==> config.mk <==
export PLATFORM = sky130hd
export DESIGN_NAME = reclocker_interrupt_status
export DESIGN_NICKNAME = d
export VERILOG_FILES = /design/src/reclocker_interrupt_status.v /design/src/input_synchroniser.v /design/src/sticky_flags.v
export VERILOG_INCLUDE_DIRS = /design/src
export SDC_FILE = /design/constraint.sdc
export NUM_CORES = 1
export LEC_CHECK = 0
export ABC_AREA = 0
export BUFFER_PORTS_ARGS = -buffer_cell sky130_fd_sc_hd__buf_2
export CAP_MARGIN = 20
export CORE_ASPECT_RATIO = 0.75
export CORE_MARGIN = 5
export CORE_UTILIZATION = 40
export CTS_CLUSTER_DIAMETER = 30
export DETAILED_ROUTE_END_ITERATION = 10
export PLACE_DENSITY = 0.77
export SYNTH_ARGS = -nofsm -noshare
export SYNTH_HDL_FRONTEND = slang
export SYNTH_SLANG_ARGS = --single-unit
==> constraint.sdc <==
create_clock -name clk_i -period 1.65 [get_ports clk_i]
set_input_delay 0.0825 -clock clk_i [delete_from_list [all_inputs] [get_ports clk_i]]
set_output_delay 0.0825 -clock clk_i [all_outputs]
set_load 0.02 [all_outputs]
==> src/reclocker_irq_map.vh <==
/*
 * Register map, field positions, reset values and bus constants for the
 * reclocker interrupt status block.
 * Assumes a 32-bit classic Wishbone slave; each register occupies one
 * aligned word at byte address four times its index.
 */
// Overview of operation
// - Status bit 7 shows live carrier presence on the selected input.
// - Status bit 6 sets when the recovered-clock loop gains lock.
// - Status bit 5 sets when carrier appears on the first serial input.
// - Status bit 3 sets when eye-opening measurement reaches its threshold.
// - Status bit 2 sets when the recovered-clock loop loses lock.
// - Status bit 1 sets when carrier on the first serial input is lost.
// - Reading the status register at index 0x54 clears latched event flags.
// - Enable bit 6 gates the lock-gained interrupt; 0 blocks, 1 permits.
`ifndef RECLOCKER_IRQ_MAP_VH
`define RECLOCKER_IRQ_MAP_VH

// ----------------------------------------------------------------
// Register indices (byte address = index * 4)
// ----------------------------------------------------------------
`define IDX_RESERVED_BEFORE_IRQ 8'h53
`define IDX_EVENT_FLAGS 8'h54
`define IDX_RESERVED_AFTER_IRQ 8'h55
`define IDX_EVENT_ENABLES 8'h56

// ----------------------------------------------------------------
// Field positions, shared by flags and enables
// ----------------------------------------------------------------
`define BIT_CARRIER_LIVE 7
`define BIT_LOCK_GAINED 6
`define BIT_CARRIER_FOUND 5
`define BIT_RESERVED4 4
`define BIT_EYE_THRESHOLD 3
`define BIT_LOCK_LOST 2
`define BIT_CARRIER_GONE 1

// Bits that hold latched events
`define EVENT_BITS_MASK 8'h6E

// ----------------------------------------------------------------
// Reset and read values
// ----------------------------------------------------------------
`define RESET_EVENT_FLAGS 8'h00
`define RESET_EVENT_ENABLES 8'h00
`define VALUE_RESERVED_BEFORE_IRQ 8'h00
`define VALUE_RESERVED_AFTER_IRQ 8'h02

// ----------------------------------------------------------------
// Synchronised input lanes
// ----------------------------------------------------------------
`define LANE_LOCK 0
`define LANE_CARRIER_IN1 1
`define LANE_CARRIER_SEL 2
`define LANE_EYE 3
`define LANE_COUNT 4

`endif

==> src/reclocker_interrupt_status.v <==
/*
 * Interrupt status and enable registers of the serial video reclocker,
 * reached over a classic Wishbone slave port with 32-bit data.
 * Assumes the lock, carrier and eye-threshold levels arrive from other
 * clock domains and are synchronised here before use.
 */
`timescale 1ns/100ps
`include "reclocker_irq_map.vh"
module reclocker_interrupt_status (
    // Clock and reset
    input wire clk_i,
    input wire rst_b_i,
    // Wishbone slave
    input wire cyc_i,
    input wire stb_i,
    input wire we_i,
    input wire [9:0] adr_i,
    input wire [3:0] sel_i,
    input wire [31:0] dat_i,
    output reg [31:0] dat_o,
    output reg ack_o,
    // Status levels from the receive path
    input wire cdr_lock_i,
    input wire input1_carrier_i,
    input wire selected_carrier_i,
    input wire eye_threshold_i,
    // Interrupt request
    output reg irq_o
);

// ----------------------------------------------------------------
// Input synchronisation
// ----------------------------------------------------------------
wire [`LANE_COUNT-1:0] raw_levels;
wire [`LANE_COUNT-1:0] sync_level;
wire [`LANE_COUNT-1:0] sync_rise;
wire [`LANE_COUNT-1:0] sync_fall;

assign raw_levels[`LANE_LOCK] = cdr_lock_i;
assign raw_levels[`LANE_CARRIER_IN1] = input1_carrier_i;
assign raw_levels[`LANE_CARRIER_SEL] = selected_carrier_i;
assign raw_levels[`LANE_EYE] = eye_threshold_i;

genvar lane;
generate
    for (lane = 0; lane < `LANE_COUNT; lane = lane + 1) begin : g_sync
        input_synchroniser u_sync (
            .clk_i(clk_i),
            .rst_b_i(rst_b_i),
            .async_i(raw_levels[lane]),
            .level_o(sync_level[lane]),
            .rise_o(sync_rise[lane]),
            .fall_o(sync_fall[lane])
        );
    end
endgenerate

// ----------------------------------------------------------------
// Event detection
// ----------------------------------------------------------------
wire [7:0] event_set;

assign event_set[7] = 1'b0;
assign event_set[`BIT_LOCK_GAINED] = sync_rise[`LANE_LOCK];
assign event_set[`BIT_CARRIER_FOUND] = sync_rise[`LANE_CARRIER_IN1];
assign event_set[`BIT_RESERVED4] = 1'b0;
assign event_set[`BIT_EYE_THRESHOLD] = sync_rise[`LANE_EYE];
assign event_set[`BIT_LOCK_LOST] = sync_fall[`LANE_LOCK];
assign event_set[`BIT_CARRIER_GONE] = sync_fall[`LANE_CARRIER_IN1];
assign event_set[0] = 1'b0;

// ----------------------------------------------------------------
// Bus decode
// ----------------------------------------------------------------
wire [7:0] word_index;
wire request;
wire take;
wire byte0_write;
wire hit_before;
wire hit_flags;
wire hit_after;
wire hit_enables;

assign word_index = adr_i[9:2];
assign request = cyc_i & stb_i;
// Ack lasts one cycle, so a request still held after ack is taken again
assign take = request & ~ack_o;
assign byte0_write = take & we_i & sel_i[0];
assign hit_before = (word_index == `IDX_RESERVED_BEFORE_IRQ);
assign hit_flags = (word_index == `IDX_EVENT_FLAGS);
assign hit_after = (word_index == `IDX_RESERVED_AFTER_IRQ);
assign hit_enables = (word_index == `IDX_EVENT_ENABLES);

// ----------------------------------------------------------------
// Latched event flags
// ----------------------------------------------------------------
wire flags_read;
wire [7:0] flags_write_clear;
wire [7:0] event_flags;

// Any read of the status word clears its latched event flags
assign flags_read = take & ~we_i & hit_flags;
// Write-one-to-clear as a software convenience
assign flags_write_clear = (byte0_write & hit_flags) ?
    (dat_i[7:0] & `EVENT_BITS_MASK) : 8'h00;

sticky_flags #(
    .USED_MASK(`EVENT_BITS_MASK)
) u_flags (
    .clk_i(clk_i),
    .rst_b_i(rst_b_i),
    .set_i(event_set),
    .read_clear_i(flags_read),
    .write_clear_i(flags_write_clear),
    .flags_o(event_flags)
);

// ----------------------------------------------------------------
// Event enables
// ----------------------------------------------------------------
reg [7:0] event_enables;
wire [7:0] next_event_enables;

assign next_event_enables = dat_i[7:0] & `EVENT_BITS_MASK;

always @(posedge clk_i or negedge rst_b_i) begin
    if (!rst_b_i) begin
        event_enables <= `RESET_EVENT_ENABLES;
    end else if (byte0_write && hit_enables) begin
        event_enables <= next_event_enables;
    end
end

// ----------------------------------------------------------------
// Status word as seen by software
// ----------------------------------------------------------------
reg [7:0] status_view;

always @* begin
    status_view = event_flags;
    status_view[`BIT_CARRIER_LIVE] = sync_level[`LANE_CARRIER_SEL];
    status_view[`BIT_RESERVED4] = 1'b0;
end

// ----------------------------------------------------------------
// Read data selection
// ----------------------------------------------------------------
reg [7:0] read_byte;

always @* begin
    if (hit_before) begin
        read_byte = `VALUE_RESERVED_BEFORE_IRQ;
    end else if (hit_flags) begin
        read_byte = status_view;
    end else if (hit_after) begin
        read_byte = `VALUE_RESERVED_AFTER_IRQ;
    end else if (hit_enables) begin
        read_byte = event_enables;
    end else begin
        // Unmapped words answer with zero
        read_byte = 8'h00;
    end
end

// ----------------------------------------------------------------
// Bus answer
// ----------------------------------------------------------------
// Registered ack: one wait cycle, keeps outputs straight from flops
always @(posedge clk_i or negedge rst_b_i) begin
    if (!rst_b_i) begin
        ack_o <= 1'b0;
        dat_o <= 32'h0000_0000;
    end else begin
        ack_o <= take;
        if (take && !we_i) begin
            dat_o <= {24'h00_0000, read_byte};
        end
    end
end

// ----------------------------------------------------------------
// Interrupt request
// ----------------------------------------------------------------
wire [7:0] pending;

assign pending = event_flags & event_enables & `EVENT_BITS_MASK;

always @(posedge clk_i or negedge rst_b_i) begin
    if (!rst_b_i) begin
        irq_o <= 1'b0;
    end else begin
        // Drops one cycle after the clearing read
        irq_o <= |pending;
    end
end

endmodule

==> src/input_synchroniser.v <==
/*
 * Two-flop synchroniser for one asynchronous status level, with rising
 * and falling edge pulses taken after the second flop.
 * Assumes the input is a slow level from outside the clock domain.
 */
`timescale 1ns/100ps
module input_synchroniser (
    // Clock and reset
    input wire clk_i,
    input wire rst_b_i,
    // Asynchronous level
    input wire async_i,
    // Synchronised level and edges
    output wire level_o,
    output wire rise_o,
    output wire fall_o
);

reg meta;
reg stable;
reg previous;

// First flop feeds only the second one
always @(posedge clk_i or negedge rst_b_i) begin
    if (!rst_b_i) begin
        meta <= 1'b0;
        stable <= 1'b0;
        previous <= 1'b0;
    end else begin
        meta <= async_i;
        stable <= meta;
        previous <= stable;
    end
end

assign level_o = stable;
assign rise_o = stable & ~previous;
assign fall_o = ~stable & previous;

endmodule

==> src/sticky_flags.v <==
/*
 * Eight sticky event flags. A set pulse wins over any clear in the same
 * cycle. Clears come from a whole-register read or from write-one bits.
 * Assumes set and clear inputs are synchronous to clk_i.
 */
`timescale 1ns/100ps
module sticky_flags (
    // Clock and reset
    input wire clk_i,
    input wire rst_b_i,
    // Event and clear controls
    input wire [7:0] set_i,
    input wire read_clear_i,
    input wire [7:0] write_clear_i,
    // Latched flags
    output wire [7:0] flags_o
);

parameter [7:0] USED_MASK = 8'hFF;

reg [7:0] flags;

genvar i;
generate
    for (i = 0; i < 8; i = i + 1) begin : g_flag
        if (USED_MASK[i]) begin : g_used
            always @(posedge clk_i or negedge rst_b_i) begin
                if (!rst_b_i) begin
                    flags[i] <= 1'b0;
                end else if (set_i[i]) begin
                    // Set beats clear so no event is lost
                    flags[i] <= 1'b1;
                end else if (read_clear_i || write_clear_i[i]) begin
                    flags[i] <= 1'b0;
                end
            end
        end else begin : g_unused
            always @(posedge clk_i or negedge rst_b_i) begin
                if (!rst_b_i) begin
                    flags[i] <= 1'b0;
                end else begin
                    flags[i] <= 1'b0;
                end
            end
        end
    end
endgenerate

assign flags_o = flags;

endmodule

# Word-level counts from Yosys, hierarchy flattened
# Cells that the tools add are included.
# W data, S select, Z words.
# op_classes
eq_ne,4
bitwise_logic,20
reduce_logical,14
muxes,15
# op_table
op,count
$eq A8 B7 Y1 const B,4
$mux W7,3
$mux W8,2
$and A1 B1 Y1,12
$mux W1,10
$reduce_bool A2 Y1,5
$and A7 B7 Y7,1
$not A1 Y1,7
$logic_or A1 B1 Y1,5
$reduce_or A5 Y1,1
$logic_and A1 B1 Y1,2
$logic_not A1 Y1,1
# word_totals
reg_bits,31
in_bits,55
out_inout_bits,34
wordCells,73

# Longest topological paths before layout
# Gate-level depths: netlist of run 1.
# depth
word_depth,9
depth_mapped,5
ltp_nobuf,3

# Hierarchy
# Synthesis of run 1 repeated with hierarchy kept, for this count alone.
# hier_totals
hier_cells,136
hier_area_um2,1535.2
# by_module_without_submodules
mod,area_per_inst_um2,seq_area_each_um2,cells_each,instances
reclocker_interrupt_status,967.2,350.3,97,1
input_synchroniser,90.1,75.1,5,4
sticky_flags,207.7,125.1,19,1

# Worst setup path after synthesis of run 1
# Ideal clock, no wire load.
# synth_path
path_type,register -> register
start,register ack_o
end,register event_enables[1]
arrival_time_ns,1.348
path_slack_ns,0.176
path_stages_with_launch,5
n_path_buf,1
required_time_ns,1.525
setup_ns,0.125
cell_sequence,dfrtp_1 and3b_1 and4_4 buf_6 mux2_4
# synth_between
elab_chain_cells,5
# synth_rtl
element,line_no,rtl
from (decl),reclocker_interrupt_status.v:21,"output reg ack_o,"
from (signal assigned),reclocker_interrupt_status.v:174,ack_o <= take;
$not A1 Y1,reclocker_interrupt_status.v:87,assign take = request & ~ack_o;
$and A1 B1 Y1,reclocker_interrupt_status.v:87,
named net take,reclocker_interrupt_status.v:77,wire take;
$and A1 B1 Y1 (2 in a row),reclocker_interrupt_status.v:88,assign byte0_write = take & we_i & sel_i[0];
$logic_and A1 B1 Y1,reclocker_interrupt_status.v:129,end else if (byte0_write && hit_enables) begin
to (signal assigned),reclocker_interrupt_status.v:128,event_enables <= `RESET_EVENT_ENABLES;
to (signal assigned),reclocker_interrupt_status.v:130,event_enables <= next_event_enables;
to (decl),reclocker_interrupt_status.v:121,reg [7:0] event_enables;
# The timed path passes the listed nets, and every way through them passes these cells.
# A chain may end at the register's enable or synchronous reset.

# Final worst setup path of run 1
# layout_path
start,register ack_o
end,register event_enables[5]
# The elaborated chain is that of the path after synthesis.

==> impl_metrics.ini, run 1 <==
[job]
maxCapViolCount = 0

[worst_setup_path]
crit_required_ns = 1.81
path_cells = and3b_1, and4_4, mux2_4
arrival_ns = 1.58
worstSetupPathType = reg -> reg
cpMaxStageDelayCell = dfrtp_1
crit_fanout = 5
end_kind = flip-flop
slowest_delay_ns = 0.38
start_kind = flip-flop

[logic_synthesis]
synth_seq_area_share_pct = 52.92
synth-main-ff-cell = dfrtp_1
synth_edf_count = 0
yosysUniqueCellTypes = 27
ys_top_cells_by_count = 29 x dfrtp_1, 26 x buf_4, 11 x nand2_1
yosysMostFrequentCell = dfrtp_1
synth_area_sq_um = 1371
yosysTopAreaCell = dfrtp_1
synth_top_cell_area_share_pct = 52.92
synth_warnings = 0
ys_ff_latch = 29
ys_async_sr_fraction_pct = 100.0
syn_avg_cell_area_sq_um = 11.92
synthCells = 115
synthTopCellsByArea = dfrtp_1 53%, buf_4 14%, mux2_4 5.5%

[grt]
grt_util_all_layers_pct = 12.59
grt_max_degree = 30
antenna_found_initial = 0
gr-total-overflow = 0
grt_pass1_vias = 949
grt_pass1_wl_mm = 4.388

[placed_design]
place.gp.congestion = 0.7894
dp_hpwl_mm = 2.026
placedCellCount = 181
place_ws_ns = 0.2439
port_buffers = 30
postPlaceCellArea_sq_um = 1444

[die]
ios = 89
start_util_pct = 41.70
coreArea_sq_um = 3288
dieArea_sq_um = 4711
die_y_um = 60.71
fp-row-count = 18
die_w_um = 77.61

[routing]
postRouteAntennaNets = 0
vias_per_cell = 4.696
drtIter0Drc = 18
route.detailed.drc = 0
wl_per_cell_um = 13.76
vias = 911
first_pass_iters = 4
totalWireLength_mm = 2.669

[cts]
clk_latency_ns = 0.28
postCtsSetupRepairBufs = 0
root_buffer = clkbuf_8
clock_sinks = 29
cts_buffers = 5
hold_buffers = 5
clock_path_buffers = 2
cts_tree = done
path_clk_slew_ns = 0.06
ctsResizeCount = 0
htreeDepth = 2

[timing]
rsz0062_at_grt = false
fin_tns_setup_ns = 0
slew_headroom_pct = 58.55
setup_violations = 0
setup_ws_ns = 0.2359
period_share_pct = 85.70
tightest_slew_ns = 0.6217
fin_skew_ns = 0.005766
max_freq_mhz = 707.2
finalHoldViolations = 0
slew_violations = 0
fin_crit_ns = 1.414

[pwr]
power_per_cell_area_nw_per_um2 = 1018
ir_drop_mv = 0.5377
power.total_mw = 1.640
p_leak_nw = 0.8418

[status]
status = finished, final reports clean

[cells_and_area]
area_growth_pct = 17.43
drive_gt1_share_pct = 29.87
insertedDiodeCount = 0
num-nets-final = 208
finalNonFillerCells = 194
fill_cells = 299
postLayoutCellArea_sq_um = 1610

[hold_path]
min_path_type = in -> reg
-- through the flow --
| stage | util (%) | hold slack (ns) |
|---|---|---|
| after floorplan | - | -0.2131 |
| after global placement | 43.91 | 0.1193 |
| after detailed placement | 43.91 | 0.1407 |
| after CTS | 48.97 | 0.04136 |
| after global routing | 48.97 | 0.03712 |
| final | 48.97 | 0.04913 |
-- final cells by class --
| cell class | instances | area [sq um] | area share, % |
|---|---|---|---|
| clock inverters | 1 | 30.03 | 1.865 |
| well taps | 40 | 50.05 | 3.108 |
| repair buffers | 35 | 200.2 | 12.43 |
| clock buffers | 7 | 86.33 | 5.361 |
| flip-flops and latches | 29 | 725.7 | 45.07 |
| multi-input cells | 77 | 499.2 | 31.00 |
| inverters | 5 | 18.77 | 1.166 |
-- layout by cell type (no fill, tap or decap), drive strengths merged --
| master | count |
|---|---|
| buf | 30 |
| dfrtp | 29 |
| conb | 26 |
| nand2 | 11 |
| clkbuf | 7 |
| inv | 5 |
| a21oi | 5 |
| a221o | 5 |
| mux2 | 5 |
| o21ai | 5 |
| dlygate4sd3 | 5 |
| mux2i | 4 |
| nand2b | 2 |
| nand4b | 2 |
| a222oi | 1 |
| a22oi | 1 |
| and3b | 1 |
| and4bb | 1 |
| nor3b | 1 |
| nor2b | 1 |
| nor3 | 1 |
| nand4bb | 1 |
| a211oi | 1 |
| a32o | 1 |
| and3 | 1 |
| and4 | 1 |
| bufinv | 1 |
-- kinds of logic after synthesis --
| kind of cell | synth area share [%] |
|---|---|
| AO/OA/AOI/OAI | 9.854 |
| buffers and inverters | 17.52 |
| flip-flops | 52.92 |
| AND/OR/NAND/NOR | 11.04 |
| multiplexers | 8.394 |
| other | 0.2735 |
-- worst max-delay path, delay by kind of cell (launching register included) --
family           cells  cell delay (ns)
flip-flops           1             0.38
multiplexers         1             0.31
AND/OR/NAND/NOR      2             0.61
-- power by group --
group / switching [mW] / internal, mW / leakage, nW
logic: 0.105 / 0.0461 / 0.431
registers: 0.00856 / 0.729 / 0.353
clock network: 0.259 / 0.491 / 0.0585
total: 0.373 / 1.27 / 0.842
-- state kept, by name, indices dropped and copies added (netlist names) --
name                    flops
ack_o                       1
dat_o                       6
g_sync.u_sync.meta          4
irq_o                       1
u_flags.flags_o             5
g_sync.u_sync.previous      3
g_sync.u_sync.level_o       4
event_enables               5
-- per-layer routing --
| metal | up-vias | part of all wire (%) | GRT usage [%] |
|---|---|---|---|
| met5 | - | 0 | 0 |
| met3 | 7 | 10 | 5.935 |
| met1 | 431 | 43 | 14.43 |
| met2 | 48 | 45 | 19.98 |
| met4 | 0 | 2.1 | 6.618 |
| li1 | 425 | - | - |
-- final timing paths --
kind | start | to | slack [ns] | cells past startpoint
hold / removal | dat_i[3] | event_enables[3] | 0.05 | 2
min in group asynchronous | rst_b_i | g_sync[3].u_sync.meta | 0.34 | 2
setup reg to reg | ack_o | event_enables[5] | 0.24 | 3
hold reg to reg | g_sync[1].u_sync.meta | g_sync[1].u_sync.level_o | 0.35 | 0
setup / recovery | ack_o | event_enables[5] | 0.24 | 3
max in group asynchronous | rst_b_i | dat_o[5] | 0.90 | 2
No activity file was read; power rests on OpenSTA's default activity.
==> inputs of run 2 (changes only) <==
- ABC_AREA: 0 -> 1
- PLACE_DENSITY: 0.77 -> 0.75
==> run 2 against run 1 <==
  * Hold slack better by 0.00055 ns
  * First-iteration DRC count is 5.6% lower
  * Setup slack better by 0.17 ns
  * Count of clock-buffer cells in the layout stayed put
  * Die area is 5.8% higher
  * Routed wire length is 8.4% lower
  * Largest cell class unchanged
  * Highest routed layer unchanged
==> impl_metrics.ini, run 2 <==
[status]
status = finished, final reports clean

[placed_design]
port_buffers = 30
dp_hpwl_mm = 1.903
place.gp.congestion = 0.8283

[routing]
vias = 1048
totalWireLength_mm = 2.446
wl_per_cell_um = 9.300
drtIter0Drc = 17
route.detailed.drc = 0
postRouteAntennaNets = 0
first_pass_iters = 4
vias_per_cell = 3.985

[grt]
grt_pass1_wl_mm = 3.912
grt_pass1_vias = 902
gr-total-overflow = 0
grt_max_degree = 30
grt_util_all_layers_pct = 10.55
antenna_found_initial = 0

[worst_setup_path]
cpLargestDelayFamily = simple AND/OR/NAND/NOR gates
crit_required_ns = 1.87
worstSetupPathType = reg -> reg
arrival_ns = 1.46
slowest_delay_ns = 0.37
critPathBufInv = 2
cp_common_cell = inv_1
cpMaxStageDelayCell = dfrtp_1
end_kind = flip-flop
crit_fanout = 7
start_kind = flip-flop
path_cells = inv_1, nand3_2, nor2_4, inv_1, nor2_1, nand3_1, nand2_1

[logic_synthesis]
synth_edf_count = 0
syn_avg_cell_area_sq_um = 8.518
synth_seq_area_share_pct = 49.53
ys_top_cells_by_count = 59 x nand2_1, 29 x dfrtp_1, 27 x buf_4, 22 x nand3_1, 14 x inv_1
ys_async_sr_fraction_pct = 100.0
synth_top_cell_area_share_pct = 49.53
synth_warnings = 0
synthMuxAreaShare_pct = 0
synth_xor_area_share_pct = 0
ys_ff_latch = 29
synth_top_family_by_area = simple AND/OR/NAND/NOR gates
synth-main-ff-cell = dfrtp_1
synthTopCellsByArea = dfrtp_1 50%, nand2_1 15%, buf_4 14%
synthSimpleGateAreaFrac_pct = 31.43
yosysUniqueCellTypes = 16
synth_area_sq_um = 1465
yosysMostFrequentCell = nand2_1
synth-compound-area-share_pct = 0.5978
synthCells = 172
synth-adder-area-share_pct = 0
yosysTopAreaCell = dfrtp_1

[cells_and_area]
largest_reg_flops = 6
drive_gt1_share_pct = 22.27
area_growth_pct = 15.80
num-nets-final = 266
layout_commonest_cell = nand2_1
final_cell_mix = 59 x nand2_1, 30 x buf_2, 29 x dfrtp_1
top_register = dat_o
insertedDiodeCount = 0
fill_cells = 364

[timing]
fin_tns_setup_ns = 0
fin_skew_ns = 0.003719
slew_headroom_pct = 59.16
fin_crit_ns = 1.248
slew_violations = 0
rsz0062_at_grt = false
tightest_slew_ns = 0.6125
setup_violations = 0
period_share_pct = 75.66
finalHoldViolations = 0
max_freq_mhz = 801.1

[cts]
cts_tree = done
path_clk_slew_ns = 0.06
htreeDepth = 2
clk_latency_ns = 0.27
root_buffer = clkbuf_8
clock_sinks = 29
clock_path_buffers = 2
cts_buffers = 5
ctsResizeCount = 0

[die]
ios = 89
die_w_um = 79.89
dieArea_sq_um = 4986
start_util_pct = 40.82
die_y_um = 62.42
fp-row-count = 19
coreArea_sq_um = 3590

[pwr]
power_frac_comb_pct = 10.5
power_per_cell_area_nw_per_um2 = 858.4
p_int_mw = 1.100
swShare_pct = 24.47
ir_drop_mv = 0.5484
switchingPower_uw = 356.4
power.total_mw = 1.456
p_leak_nw = 0.9751
seqPwrFrac_pct = 50.5
clockPowerShare_pct = 39.0

[hold_path]
min_path_type = in -> reg

[job]
maxCapViolCount = 0
==> run 2: changes by cell type after synthesis, moves of 3 or more <==
cell / delta
a21oi_1: -5
a221o_1: -5
inv_1: +9
mux2_4: -5
mux2i_1: -4
nand2_1: +48
nand3_1: +22
nor2_1: +7
nor2_4: +3
o21ai_0: -5
==> run 2: cell type report <==
class | count | area (sq um) | area share (%)
timing repair buffer | 35 | 200.2 | 11.80
tap | 52 | 65.06 | 3.835
clock buffer | 7 | 86.33 | 5.088
inverter | 14 | 52.55 | 3.097
sequential | 29 | 725.7 | 42.77
multi-input combinational | 126 | 566.8 | 33.41
==> run 2: worst min-delay path: cells and delay by family <==
kind	cells	cell delay [ns]
buffers and inverters	1	0.09
AND/OR/NAND/NOR	2	0.12
==> run 2: path summary, 6_finish.rpt <==
kind,from,endpoint,slack (ns),depth (start not counted)
worst max-delay path,ack_o,dat_o[1],0.40,7
worst min-delay path,dat_i[3],event_enables[3],0.05,3
worst max register to register,ack_o,dat_o[1],0.40,7
worst min register to register,g_sync[3].u_sync.meta,g_sync[3].u_sync.level_o,0.35,0
max in group asynchronous,rst_b_i,g_sync[1].u_sync.level_o,0.90,2
min in group asynchronous,rst_b_i,g_sync[3].u_sync.meta,0.35,2
==> run 2: power by group through the flow <==
stage	registers [mW]	logic [mW]	clock network, mW
after floorplan	0.751	0.135	0
after global placement	0.748	0.142	0
after detailed placement	0.749	0.144	0
after CTS	0.736	0.153	0.591
after global routing	0.738	0.171	0.625
final	0.736	0.153	0.568
==> run 2: kinds of logic (layout without fill, tap and decap cells) <==
group / count (synthesis) / after routing
AO/OA/AOI/OAI: 1 / 1
AND/OR/NAND/NOR: 99 / 99
flip-flops: 29 / 29
buffers and inverters: 42 / 56
other: 1 / 26
==> run 2: timing repair <==
| action | in CTS | in global routing |
|---|---|---|
| hold endpoints to repair | 33 | 0 |
| setup endpoints to repair | 0 | 0 |
| buffers inserted | 0 | 0 |
| hold buffers | 5 | 0 |
==> run 2: metrics by stage <==
stage	instance area [sq um]	setup slack [ns]	hold slack (ns)	util, %	std cells
after floorplan	1559	0.4275	-0.2131	-	197
after detailed placement	1560	0.4099	0.1364	43.46	251
after global routing	1697	0.2095	0.05826	47.26	263
after global placement	1560	0.4054	0.1269	43.46	251
after CTS	1697	0.3783	0.03657	47.26	263
final	1697	0.4017	0.04968	47.26	263
==> run 2: per-layer routing <==
layer	share of wire, %	up-vias	global-route usage, %
li1	-	553	-
met1	43	465	12.75
met2	49	25	15.60
met3	6.4	5	5.620
met4	1.3	0	4.430
met5	0	-	0
